**src/core/mq_defs.svh**
```systemverilog
/*
 * Holds the named constants of the multi-queue select and transfer core.
 * Assumes it is included by bare name from the package and the testbench.
 */
`ifndef MQ_DEFS_SVH
`define MQ_DEFS_SVH

`define MQ_DATA_W 36
`define MQ_NQ 8
`define MQ_QA_W 3
`define MQ_DEPTH 16
`define MQ_PTR_W 4
`define MQ_CNT_W 5
`define MQ_WADDR_W 6
`define MQ_RADDR_W 7
`define MQ_ID_HI_W 5
`define MQ_ID_LO_W 3
`define MQ_R_ID_HI 6
`define MQ_R_ID_LO 4
`define MQ_SOP_BIT 34
`define MQ_EOP_BIT 35

`endif

```
**src/core/mq_pkg.sv**
```systemverilog
/*
 * Holds the types of the multi-queue core.
 * Assumes mq_defs.svh sits beside it on the include path.
 */
`include "mq_defs.svh"
package mq_pkg;
    typedef logic [`MQ_DATA_W-1:0] word_t;
    typedef logic [`MQ_QA_W-1:0] qaddr_t;
    typedef logic [`MQ_PTR_W-1:0] ptr_t;
    typedef logic [`MQ_CNT_W-1:0] cnt_t;

    typedef enum logic [1:0] {
        RD_RUN,
        RD_SWAP1,
        RD_SWAP2
    } rd_state_t;

    typedef struct packed {
        logic packet_mode;
        logic wsel_pend;
        qaddr_t wq_old;
        qaddr_t wq;
        logic full_n;
        rd_state_t rd_state;
        qaddr_t rq;
        logic out_valid_n;
        word_t dout;
        logic pkt_ready_n;
        logic wr_flag_sel;
        logic rd_flag_sel;
        logic [`MQ_NQ-1:0] pr_bus_n;
        logic [`MQ_NQ-1:0] af_bus;
    } core_state_t;
endpackage

```
**src/core/multi_queue_core.sv**
```systemverilog
/*
 * Holds the queue selection, fall-through read path and packet-mode
 * write path of an eight-queue FIFO with common write and read ports.
 * Assumes one clock for both ports, synchronous inputs, and a writer
 * and reader that keep the packet-length and filler-word discipline.
 */
// Overview of operation
// RULE1: write address top bits match straps; enable picks queue, strobe flag bus.
// RULE2: read address seven bits; low three pick queue, top three device.
// RULE3: flag strobe with address enable low selects flag-bus driver by top bits.
// RULE4: read queue latched when read address enable high, read enable ignored.
// RULE5: reads stay on latest queue; change takes two read cycles.
// RULE6: a word may be delivered every edge, even during selection; the core delivers none on the edge ending RD_SWAP1.
// RULE7: selection cycle reads old queue only if read enable low; the core also reads it with read enable high while the valid flag is high.
// RULE8: empty/valid status shows the new queue one edge after selection.
// RULE9: old-queue last word then new-queue word fall through regardless.
// RULE10: reads from an empty selected queue are blocked.
// RULE11: no new word keeps output register, valid flag goes high.
// RULE12: output enable only tristates data; register still loads.
// RULE13: packet mode sampled at reset; almost-empty bus becomes packet ready.
// RULE14: writer makes packets at least four words long.
// RULE15: valid packet shown when packet ready and output valid both low.
// RULE16: writer finishes a packet before changing write queue.
// RULE17: writer adds one filler word on the cycle after queue change.
// RULE18: no start or end marker on the cycle after queue change.
// RULE19: packet selection cycle writes old queue if write enable low.
// RULE20: full flag shows new queue on the edge after selection request.
// RULE21: new queue writable from second edge after request if not full.
// RULE22: writes to a full selected queue are blocked.
// RULE23: bit 34 start marker, bit 35 end marker, stored with the word.
// RULE24: packet mode needs both data buses 36 bits wide.
// RULE25: reader discards the filler word falling through after a change.
`timescale 1ns/1ps
module multi_queue_core
    import mq_pkg::*;
(
    input wire logic clk,
    input wire logic reset,
    input wire logic clk_en,
    input wire logic packet_mode_select,
    input wire logic [2:0] device_id_strap,
    input wire logic [`MQ_WADDR_W-1:0] write_queue_addr_bus,
    input wire logic write_addr_latch_en,
    input wire logic full_flag_bus_strobe,
    input wire logic write_en_n,
    input wire word_t din,
    input wire logic [`MQ_RADDR_W-1:0] read_queue_addr_bus,
    input wire logic read_addr_latch_en,
    input wire logic empty_flag_bus_strobe,
    input wire logic read_en_n,
    input wire logic output_en_n,
    output word_t dout,
    output logic dout_oe,
    output logic output_valid_n,
    output logic full_flag_n,
    output logic packet_ready_n,
    output logic [`MQ_NQ-1:0] prog_almost_empty_n,
    output logic prog_almost_empty_oe,
    output logic [`MQ_NQ-1:0] almost_full_flag_bus,
    output logic almost_full_flag_bus_oe,
    output logic read_start_marker,
    output logic read_end_marker
);

    // ----------------------------------------------------------------
    // storage
    // ----------------------------------------------------------------
    word_t mem_q [`MQ_NQ][`MQ_DEPTH];
    ptr_t wp_q [`MQ_NQ];
    ptr_t rp_q [`MQ_NQ];
    cnt_t cnt_q [`MQ_NQ];
    cnt_t pkts_q [`MQ_NQ];
    core_state_t s_q;
    core_state_t s_d;

    function automatic logic q_full(input cnt_t c);
        q_full = (c == cnt_t'(`MQ_DEPTH));
    endfunction

    function automatic logic id_match(input logic [2:0] a,
                                      input logic [2:0] id);
        id_match = (a == id);
    endfunction

    logic w_sel_me;
    logic w_flag_me;
    logic r_sel_me;
    logic r_flag_me;
    logic do_wr;
    logic do_rd;
    qaddr_t wr_target;
    word_t rd_word;
    logic rd_avail;

    // ----------------------------------------------------------------
    // address decode
    // ----------------------------------------------------------------
    always_comb begin
        // RULE1: write select versus flag-bus select
        w_sel_me = write_addr_latch_en && !full_flag_bus_strobe &&
            id_match(write_queue_addr_bus[`MQ_WADDR_W-1:`MQ_QA_W],
                     device_id_strap);
        w_flag_me = !write_addr_latch_en && full_flag_bus_strobe &&
            id_match(write_queue_addr_bus[`MQ_WADDR_W-1:`MQ_QA_W],
                     device_id_strap);
        // RULE2: device bits 6..4, queue bits 2..0
        r_sel_me = read_addr_latch_en && !empty_flag_bus_strobe &&
            id_match(read_queue_addr_bus[`MQ_R_ID_HI:`MQ_R_ID_LO],
                     device_id_strap);
        // RULE3: low four bits ignored on flag select
        r_flag_me = !read_addr_latch_en && empty_flag_bus_strobe &&
            id_match(read_queue_addr_bus[`MQ_R_ID_HI:`MQ_R_ID_LO],
                     device_id_strap);
    end

    // ----------------------------------------------------------------
    // write path
    // ----------------------------------------------------------------
    always_comb begin
        // RULE19: selection cycle still targets the old queue
        wr_target = s_q.wq;
        // RULE21: one dead cycle after a request in packet mode
        // RULE22: full queue refuses writes
        do_wr = !write_en_n && !q_full(cnt_q[wr_target]) &&
            !(s_q.packet_mode && s_q.wsel_pend && s_q.wq_old != s_q.wq);
        // the dead cycle carries the filler into the old queue
        if (s_q.packet_mode && s_q.wsel_pend) begin
            wr_target = s_q.wq_old;
            do_wr = !write_en_n && !q_full(cnt_q[s_q.wq_old]);
        end
    end

    // ----------------------------------------------------------------
    // read path
    // ----------------------------------------------------------------
    always_comb begin
        rd_word = mem_q[s_q.rq][rp_q[s_q.rq]];
        // RULE10: nothing leaves an empty queue
        rd_avail = (cnt_q[s_q.rq] != cnt_t'(0));
        if (s_q.packet_mode && pkts_q[s_q.rq] == cnt_t'(0) &&
            s_q.out_valid_n)
            rd_avail = 1'b0;
        // RULE9: old word holds one edge, new word lands on the next
        // RULE7: selection cycle reads the old queue on read enable low, or while the valid flag is high
        case (s_q.rd_state)
            RD_SWAP1: do_rd = 1'b0;
            RD_SWAP2: do_rd = rd_avail;
            default: do_rd = rd_avail && (!read_en_n || s_q.out_valid_n);
        endcase
    end

    // ----------------------------------------------------------------
    // next state
    // ----------------------------------------------------------------
    always_comb begin
        s_d = s_q;
        s_d.wsel_pend = 1'b0;
        if (w_sel_me) begin
            s_d.wq_old = s_q.wq;
            s_d.wq = write_queue_addr_bus[`MQ_QA_W-1:0];
            s_d.wsel_pend = 1'b1;
        end
        // RULE20: full flag follows the new queue on the next edge
        s_d.full_n = !q_full(cnt_q[s_d.wq]);

        case (s_q.rd_state)
            RD_RUN: s_d.rd_state = RD_RUN;
            RD_SWAP1: s_d.rd_state = RD_SWAP2;
            RD_SWAP2: s_d.rd_state = RD_RUN;
            default: s_d.rd_state = RD_RUN;
        endcase
        // RULE4: latch queue on enable, read enable ignored
        // RULE5: two cycles per change
        if (r_sel_me) begin
            s_d.rq = read_queue_addr_bus[`MQ_QA_W-1:0];
            s_d.rd_state = RD_SWAP1;
        end

        // RULE6: a word can land on every edge except the one ending RD_SWAP1
        // RULE12: register loads whatever the output enable
        if (do_rd) begin
            s_d.dout = rd_word;
            s_d.out_valid_n = 1'b0;
        end else if (!read_en_n || s_q.rd_state == RD_SWAP2) begin
            // RULE11: hold data, flag it stale
            s_d.out_valid_n = 1'b1;
        end
        // RULE8: status of new queue shown after selection
        if (s_q.rd_state == RD_SWAP1 && !rd_avail)
            s_d.out_valid_n = 1'b1;

        // RULE13: packet ready replaces almost-empty status
        s_d.pkt_ready_n = !(s_q.packet_mode &&
            pkts_q[s_d.rq] != cnt_t'(0));
        for (int i = 0; i < `MQ_NQ; i++) begin
            s_d.pr_bus_n[i] = s_q.packet_mode ?
                (pkts_q[i] == cnt_t'(0)) :
                (cnt_q[i] <= cnt_t'(`MQ_DEPTH/4));
            s_d.af_bus[i] = !(cnt_q[i] >= cnt_t'(`MQ_DEPTH-`MQ_DEPTH/4));
        end
        if (w_flag_me)
            s_d.wr_flag_sel = 1'b1;
        else if (!write_addr_latch_en && full_flag_bus_strobe)
            s_d.wr_flag_sel = 1'b0;
        if (r_flag_me)
            s_d.rd_flag_sel = 1'b1;
        else if (!read_addr_latch_en && empty_flag_bus_strobe)
            s_d.rd_flag_sel = 1'b0;
    end

    // ----------------------------------------------------------------
    // registers
    // ----------------------------------------------------------------
    always_ff @(posedge clk) begin
        if (reset) begin
            s_q <= '0;
            s_q.full_n <= 1'b1;
            s_q.out_valid_n <= 1'b1;
            s_q.pkt_ready_n <= 1'b1;
            s_q.pr_bus_n <= '1;
            s_q.af_bus <= '1;
            s_q.rd_state <= RD_RUN;
            // RULE13: strap caught on every reset edge
            s_q.packet_mode <= packet_mode_select;
            for (int i = 0; i < `MQ_NQ; i++) begin
                wp_q[i] <= '0;
                rp_q[i] <= '0;
                cnt_q[i] <= '0;
                pkts_q[i] <= '0;
            end
        end else if (clk_en) begin
            s_q <= s_d;
            // mode only changes under reset
            s_q.packet_mode <= s_q.packet_mode;
            for (int i = 0; i < `MQ_NQ; i++) begin
                logic wi;
                logic ri;
                logic pe;
                logic pd;
                wi = do_wr && wr_target == qaddr_t'(i);
                ri = do_rd && s_q.rq == qaddr_t'(i);
                // RULE23: end marker counts a completed packet
                pe = wi && din[`MQ_EOP_BIT];
                pd = ri && rd_word[`MQ_EOP_BIT];
                if (wi)
                    wp_q[i] <= wp_q[i] + ptr_t'(1);
                if (ri)
                    rp_q[i] <= rp_q[i] + ptr_t'(1);
                if (wi && !ri)
                    cnt_q[i] <= cnt_q[i] + cnt_t'(1);
                else if (ri && !wi)
                    cnt_q[i] <= cnt_q[i] - cnt_t'(1);
                if (pe && !pd)
                    pkts_q[i] <= pkts_q[i] + cnt_t'(1);
                else if (pd && !pe)
                    pkts_q[i] <= pkts_q[i] - cnt_t'(1);
            end
            if (do_wr)
                mem_q[wr_target][wp_q[wr_target]] <= din;
        end
    end

    // ----------------------------------------------------------------
    // outputs
    // ----------------------------------------------------------------
    assign dout = s_q.dout;
    // RULE12: enable only gates the driver
    assign dout_oe = !output_en_n;
    assign output_valid_n = s_q.out_valid_n;
    assign full_flag_n = s_q.full_n;
    // RULE15: valid packet when both flags low
    assign packet_ready_n = s_q.pkt_ready_n;
    assign prog_almost_empty_n = s_q.pr_bus_n;
    assign prog_almost_empty_oe = s_q.rd_flag_sel;
    assign almost_full_flag_bus = s_q.af_bus;
    assign almost_full_flag_bus_oe = s_q.wr_flag_sel;
    assign read_start_marker = s_q.dout[`MQ_SOP_BIT];
    assign read_end_marker = s_q.dout[`MQ_EOP_BIT];

endmodule // multi_queue_core

```
**config.mk**
```make
export PLATFORM = sky130hd
export DESIGN_NAME = multi_queue_core
export DESIGN_NICKNAME = d
export VERILOG_FILES = /design/src/core/mq_pkg.sv /design/src/core/multi_queue_core.sv
export VERILOG_INCLUDE_DIRS = /design/src /design/src/core
export SDC_FILE = /design/constraint.sdc
export NUM_CORES = 2
export LEC_CHECK = 0
export ABC_AREA = 1
export BUFFER_PORTS_ARGS = -buffer_cell sky130_fd_sc_hd__buf_2
export CAP_MARGIN = 20
export CELL_PAD_IN_SITES_DETAIL_PLACEMENT = 1
export CELL_PAD_IN_SITES_GLOBAL_PLACEMENT = 1
export CORE_ASPECT_RATIO = 1.2
export CORE_MARGIN = 1.5
export CORE_UTILIZATION = 30
export DETAILED_ROUTE_END_ITERATION = 16
export PLACE_DENSITY = 0.57
export RECOVER_POWER = 100
export SLEW_MARGIN = 10
export SYNTH_ARGS = -nofsm -noshare
export SYNTH_HDL_FRONTEND = slang
export SYNTH_MEMORY_MAX_BITS = 65536
export SYNTH_SLANG_ARGS = --single-unit
```
**constraint.sdc**
```tcl
create_clock -name clk -period 5.65 [get_ports clk]
set_input_delay 0.2825 -clock clk [delete_from_list [all_inputs] [get_ports clk]]
set_output_delay 0.2825 -clock clk [all_outputs]
set_load 0.01 [all_outputs]
```
# Yosys cells after proc, flatten, opt, wreduce, memory -nomap -nowiden
# Memory sizes are Yosys's and may differ from the RTL's. A register that Yosys moved wholly into a read port is not among the register bits.
# Cells that the tools add are included.
[word_totals]
ff_bits = 70
mem_bits_rw = 4752
out_inout_bits = 60
elab_cells = 621
mem_count = 5
[mem_list]
columns = ["name", "words", "width", "rd", "rd_clocked_by_memory_dff", "write_ports", "line", "rtl"]
rows = [
  ["mem_q", 8, 576, 1, 1, 1, "multi_queue_core.sv:68", "word_t mem_q [`MQ_NQ][`MQ_DEPTH];"],
  ["cnt_q", 8, 5, 12, 3, 8, "multi_queue_core.sv:71", "cnt_t cnt_q [`MQ_NQ];"],
  ["pkts_q", 8, 5, 10, 1, 8, "multi_queue_core.sv:72", "cnt_t pkts_q [`MQ_NQ];"],
  ["rp_q", 8, 4, 9, 1, 8, "multi_queue_core.sv:70", "ptr_t rp_q [`MQ_NQ];"],
  ["wp_q", 8, 4, 9, 0, 8, "multi_queue_core.sv:69", "ptr_t wp_q [`MQ_NQ];"],
]
[op_classes]
n_addsub = 48
magnitude_cmp = 19
eq_ne = 22
n_mux = 304
n_bitwise = 50
reduce_logical = 159
[op_table]
columns = ["cell", "count"]
rows = [
  ["$mux W576", 1],
  ["$mux W1", 230],
  ["$mux W5", 33],
  ["$bmux W36 S4", 1],
  ["$demux W36 S4", 1],
  ["$mux W36", 4],
  ["$logic_and A1 B1 Y1", 83],
  ["$add A5 B1 Y5 const B", 16],
  ["$sub A5 B1 Y5 const B", 16],
  ["$mux W70", 1],
  ["$mux W69", 1],
  ["$add A4 B1 Y4 const B", 16],
  ["$mux W4", 16],
  ["$logic_not A1 Y1", 53],
  ["$or A1 B1 Y1", 48],
  ["$logic_not A5 Y1", 9],
  ["$ge A5 B4 Y1 const B", 8],
  ["$le A5 B3 Y1 const B", 8],
  ["$mux W3", 13],
  ["$eq A3 B3 Y1 const B", 8],
  ["$eq A5 B5 Y1 const B", 3],
  ["$eq A3 B2 Y1 const B", 4],
  ["$ge A5 B5 Y1 const B", 2],
  ["$not A4 Y5", 2],
  ["other kinds (15)", 25],
]

# Longest topological paths before layout
[depth]
depth_word = 16
depth_mapped = 26
mapped_depth_nobuf = 24

# Least setup slack after synthesis
# OpenSTA, ideal clock, no wires.
[synth_timing]
path_type = "reg-to-reg"
startpoint = "register s_q (netlist bit s_d[69])"
endpoint = "memory mem_q[0][396] in the netlist's numbering (enable)"
setup_ns = 0.429
arrival_time_ns = 3.580
required_time_ns = 5.221
setup_slack_ns = 1.641
path_stages_with_launch = 15
synth_period_minus_slack_ns = 4.009
path_cell_list = "edfxtp_1 -> buf_2 -> nand2_4 -> nand2_1 -> o21ai_4 -> inv_2 -> nand3_2 -> inv_1 -> nand2_1 -> nand2_1 -> a221oi_2 -> nand3b_2 -> a21oi_2 -> nand2_1 -> nor2_1"
[synth_via]
elab_chain_len = 9
elab_cells_between_ends = 17
classes_between = "2 x order compare; 8 x mux; 1 x bitwise; 5 x reduce/logical; 1 x memory"
[synth_lines]
columns = ["item", "line", "rtl"]
rows = [
  ["start, declared", "multi_queue_core.sv:73", "core_state_t s_q;"],
  ["$logic_and A1 B1 Y1 *", "multi_queue_core.sv:125, multi_queue_core.sv:127", ""],
  ["$mux W3 or $logic_and A1 B1 Y1 (tied branches)", "multi_queue_core.sv:127, multi_queue_core.sv:125", ""],
  ["$mem_v2 Z8 W4 or $logic_not A1 Y1 (tied branches)", "n/a", ""],
  ["$not A4 Y5 (implied by the code) or $logic_and A1 B1 Y1 (tied branches)", "multi_queue_core.sv:259, multi_queue_core.sv:124", ""],
  ["$ge A5 B5 Y1 (implied by the code), or another cell as far along", "multi_queue_core.sv:259", "mem_q[wr_target][wp_q[wr_target]] <= din;"],
  ["$logic_and A1 B1 Y1 (implied by the code) or $mux W1 (tied branches)", "multi_queue_core.sv:259, multi_queue_core.sv:258", ""],
  ["$mux W36 (implied by the code) or $mux W1 (tied branches)", "multi_queue_core.sv:259, multi_queue_core.sv:231", ""],
  ["$demux W36 S4 or $mux W1 (tied branches)", "multi_queue_core.sv:259, multi_queue_core.sv:215", ""],
  ["$mux W576 (implied by the code)", "multi_queue_core.sv:259", ""],
  ["end, declared", "multi_queue_core.sv:68", ""],
]
# Mark *: on every way between the ends. The rest lies on a longest branch, timed or not.

# Worst setup path in the final report
[layout_timing]
startpoint = "input din[20]"
endpoint = "memory mem_q[5][308] in the netlist's numbering, data pin"
[layout_lines]
columns = ["item", "line", "rtl"]
rows = [
  ["start, declared", "multi_queue_core.sv:46", "input wire word_t din,"],
]
# No word-level cell before the write port.

==> results.cfg <==
[sta]
setup_slack_ps = 240
rsz0062_at_grt = false
hold_viol_final = 0
max_freq_mhz = 185
fin_skew_ps = 139
period_needed_ps = 5410
finalSetupTns_ps = 0
post-route-period-util_pct = 95.8
final-setup-viol-count = 0
slew_headroom_pct = -286
slew_viol_final = 4531
hold_slack_ps = 96.6
worstMarginPinSlew_ps = 5790

[power]
switching_share_pct = 25.6
seq_power_share_pct = 50.6
internal_power_uw = 58400
p_switching_uw = 20100
ir_worst_vdd_mv = 0.308
power_density_nw_per_um2 = 357
p_leak_uw = 0.0697
power_frac_comb_pct = 9.6
p_clk_share_pct = 39.8

[setup_path]
cp_top_family = buffers and inverters
start_kind = primary input
end_kind = register
worstPathBufferInverterCount = 3
cpMaxStageDelayCell = clkbuf_1
cpPeakStageDelay_ps = 3220
reg2reg_setup_slack_ps = 390
path_max_fanout = 73
r2r-end = mem_q[6][453]
crit_chain = dlygate4sd3_1 -> clkbuf_1 -> clkbuf_2
critical_path_class = in -> reg
crit_cells = 3
critPathRequiredTime_ps = 6230
cp.arrival_ps = 5990
reg2reg_depth = 15
endpoint = mem_q[5][308]
crit_path_start = din[20]

[place]
gp_congestion = 0.827
dp.cells = 22700
port_buffers = 121
place_area_um2 = 206000
dp_slack_ps = 654
hpwlAfterDp_mm = 385

[floorplan]
start_util_pct = 30.1
row_count = 323
io-pin-count = 123
coreArea_um2 = 644000
die_h_um = 883
die_x_um = 737
die_area_um2 = 651000

[cts]
cts.sinks = 4831
cts-root-buf = clkbuf_16
clkLatencyLatePin_ps = 1130
clock_path_buffers = 4
cts_tree = built
h-tree-depth = 5
path_clk_slew_ps = 70
post_cts_resized = 0
cts_buffers = 470

[final_layout]
drive_above_1_share_pct = 7.93
postLayoutCellArea_um2 = 220000
layout.cells.non_filler = 23600
area_growth_pct = 13.6
layout.nets = 14800

[route]
drc = 3
postRouteAntennaNets = 0
via_per_inst = 5.34
dr.pass1.iters = 12
drt-initial-drc-count = 11100
vias = 126000
drt_wl_total_mm = 671
drt-wirelength-per-cell_um = 28.4

[synth]
syn-num-nets = 14800
ys_warn_count = 0
netlist_area_um2 = 194000
syn_area_per_cell_um2 = 13.2
synthFlopType = edfxtp_1
ys_seq_area_share_pct = 74.5
synth_cells = 14700
yosysUniqueCellTypes = 56
synth_edf_count = 4753
ys_ff_latch = 4831
synthArstFlopShare_pct = 0

[min_path]
hp-class = in -> reg

[grt]
grt_pass1_wl_mm = 955
grt_usage_pct = 20.0
grt_pass1_vias = 130000
grt-ovfl-total = 0
grt_max_degree = 181
antenna_found_initial = 34

[job]
drv_cap = 82

[status]
violations = design-rule violations, max-capacitance violations, max-slew violations
run_status = finished with violations
worst min-delay path, cell delays in order:
cell and delay (ps):
buf_2 90, xnor2_1 60, o211ai_1 100, nor2_1 150
mux2i_1 190, nand2_1 80, o211ai_1 90, nand2_1 60
how the worst min path moves through the flow:
| stage | startpoint | endpoint | slack [ps] | cells after the start |
|---|---|---|---|---|
| after floorplan | din[0] | mem_q[0][0] | 380 | 0 |
| after global placement | almost_full_flag_bus[1] | almost_full_flag_bus[1] | 440 | 2 |
| after detailed placement | almost_full_flag_bus[3] | almost_full_flag_bus[3] | 450 | 2 |
| after CTS | write_en_n | wp_q[3][0] | 20 | 4 |
| after global routing | packet_mode_select | s_d[69] | 110 | 4 |
| final | write_queue_addr_bus[4] | full_flag_n | 100 | 8 |
Yosys cell counts, types with 4 or more instances:
cell	instances	share of area [%]
dfxtp_1	78	0.81
clkbuf_1	745	1.4
edfxtp_1	4753	74
o21ai_0	2324	6.0
inv_2	13	0.025
a21oi_1	99	0.26
nand2_2	18	0.058
a211oi_1	6	0.023
nor2_1	2615	5.1
inv_1	219	0.42
nor3_4	4	0.034
o211ai_1	51	0.20
nand3_1	1099	2.8
nor3_1	11	0.028
xnor2_1	23	0.10
buf_2	250	0.65
nand2_1	905	1.8
xor2_1	51	0.23
o221ai_1	1087	4.9
o21a_1	26	0.10
buf_1	33	0.064
fa_1	14	0.14
nand3_2	7	0.036
nand4_1	27	0.087
ha_1	66	0.43
buf_6	4	0.023
buf_4	88	0.34
o22a_1	4	0.018
flip-flops by register name (all words and copies together), names as in the netlist, named ones only:
signal / cells
mem_q: 4608
cnt_q: 40
pkts_q: 40
dout: 36
rp_q: 32
wp_q: 32
s_q: 12
almost_full_flag_bus: 8
prog_almost_empty_n: 8
almost_full_flag_bus_oe: 1
full_flag_n: 1
output_valid_n: 1
packet_ready_n: 1
prog_almost_empty_oe: 1
s_d: 1
cell families after synthesis:
group / after synthesis / share of synthesized area (%)
flip-flops: 4831 / 74.5
AND/OR/NAND/NOR: 4702 / 9.97
AO/OA/AOI/OAI: 3632 / 11.7
buffers and inverters: 1355 / 2.97
adder cells (fa/ha/maj): 80 / 0.571
XOR/XNOR: 74 / 0.334
multiplexers: 1 / 0.00517
placed cells by master (no fill, tap or decap), types with 40 or more instances in the layout:
master / n
clkinv_1: 101
dfxtp_1: 75
o221ai_1: 1087
clkinv_2: 85
o211ai_1: 51
edfxtp_1: 4753
xor2_1: 51
o21ai_0: 2326
nand3_1: 1098
clkbuf_4: 40
nand2_1: 916
dlygate4sd3_1: 61
a21oi_1: 99
clkbuf_1: 233
clkbuf_2: 90
nor2_4: 77
clkbuf_16: 475
inv_1: 218
buf_4: 175
nor2_1: 2533
ha_1: 66
buf_12: 68
power groups by stage:
stage          combinational [uW]  clock, uW  sequential, uW
2_1_floorplan                3560          0           40300
3_3_place_gp                 7500          0           40400
3_5_place_dp                 7590          0           40400
4_1_cts                      7650      31900           39700
5_1_grt                      7960      33000           39700
6_report                     7540      31300           39700
area by class of cell:
type	instances	area (um2)
antenna	27	67.6
fill	68000	424000
multi-input combinational	8489	44400
clock buffer	591	12400
sequential	4831	144000
tap	8612	10800
inverter	234	921
timing repair buffer	592	4690
clock inverter	263	2540
timing repair:
| item | in CTS | in global routing |
|---|---|---|
| buffers inserted | 0 | 0 |
| hold buffers | 61 | 0 |
| endpoints found under the hold margin | 2524 | 0 |
metrics by stage:
stage	power [uW]	utilization, %
2_1_floorplan	43900	-
3_3_place_gp	47900	32.0
3_5_place_dp	48000	32.0
4_1_cts	79200	34.5
5_1_grt	80700	34.2
6_report	78600	34.2
layer usage:
| layer | GRT usage, % | up-vias | routed length [um] |
|---|---|---|---|
| met2 | 34.5 | 3294 | 330000 |
| met5 | 0 | - | 38 |
| li1 | - | 55200 | - |
| met4 | 7.92 | 6 | 31400 |
| met3 | 2.11 | 958 | 32000 |
| met1 | 25.6 | 66900 | 278000 |
Note: power is estimated with default switching activity, not from simulation.
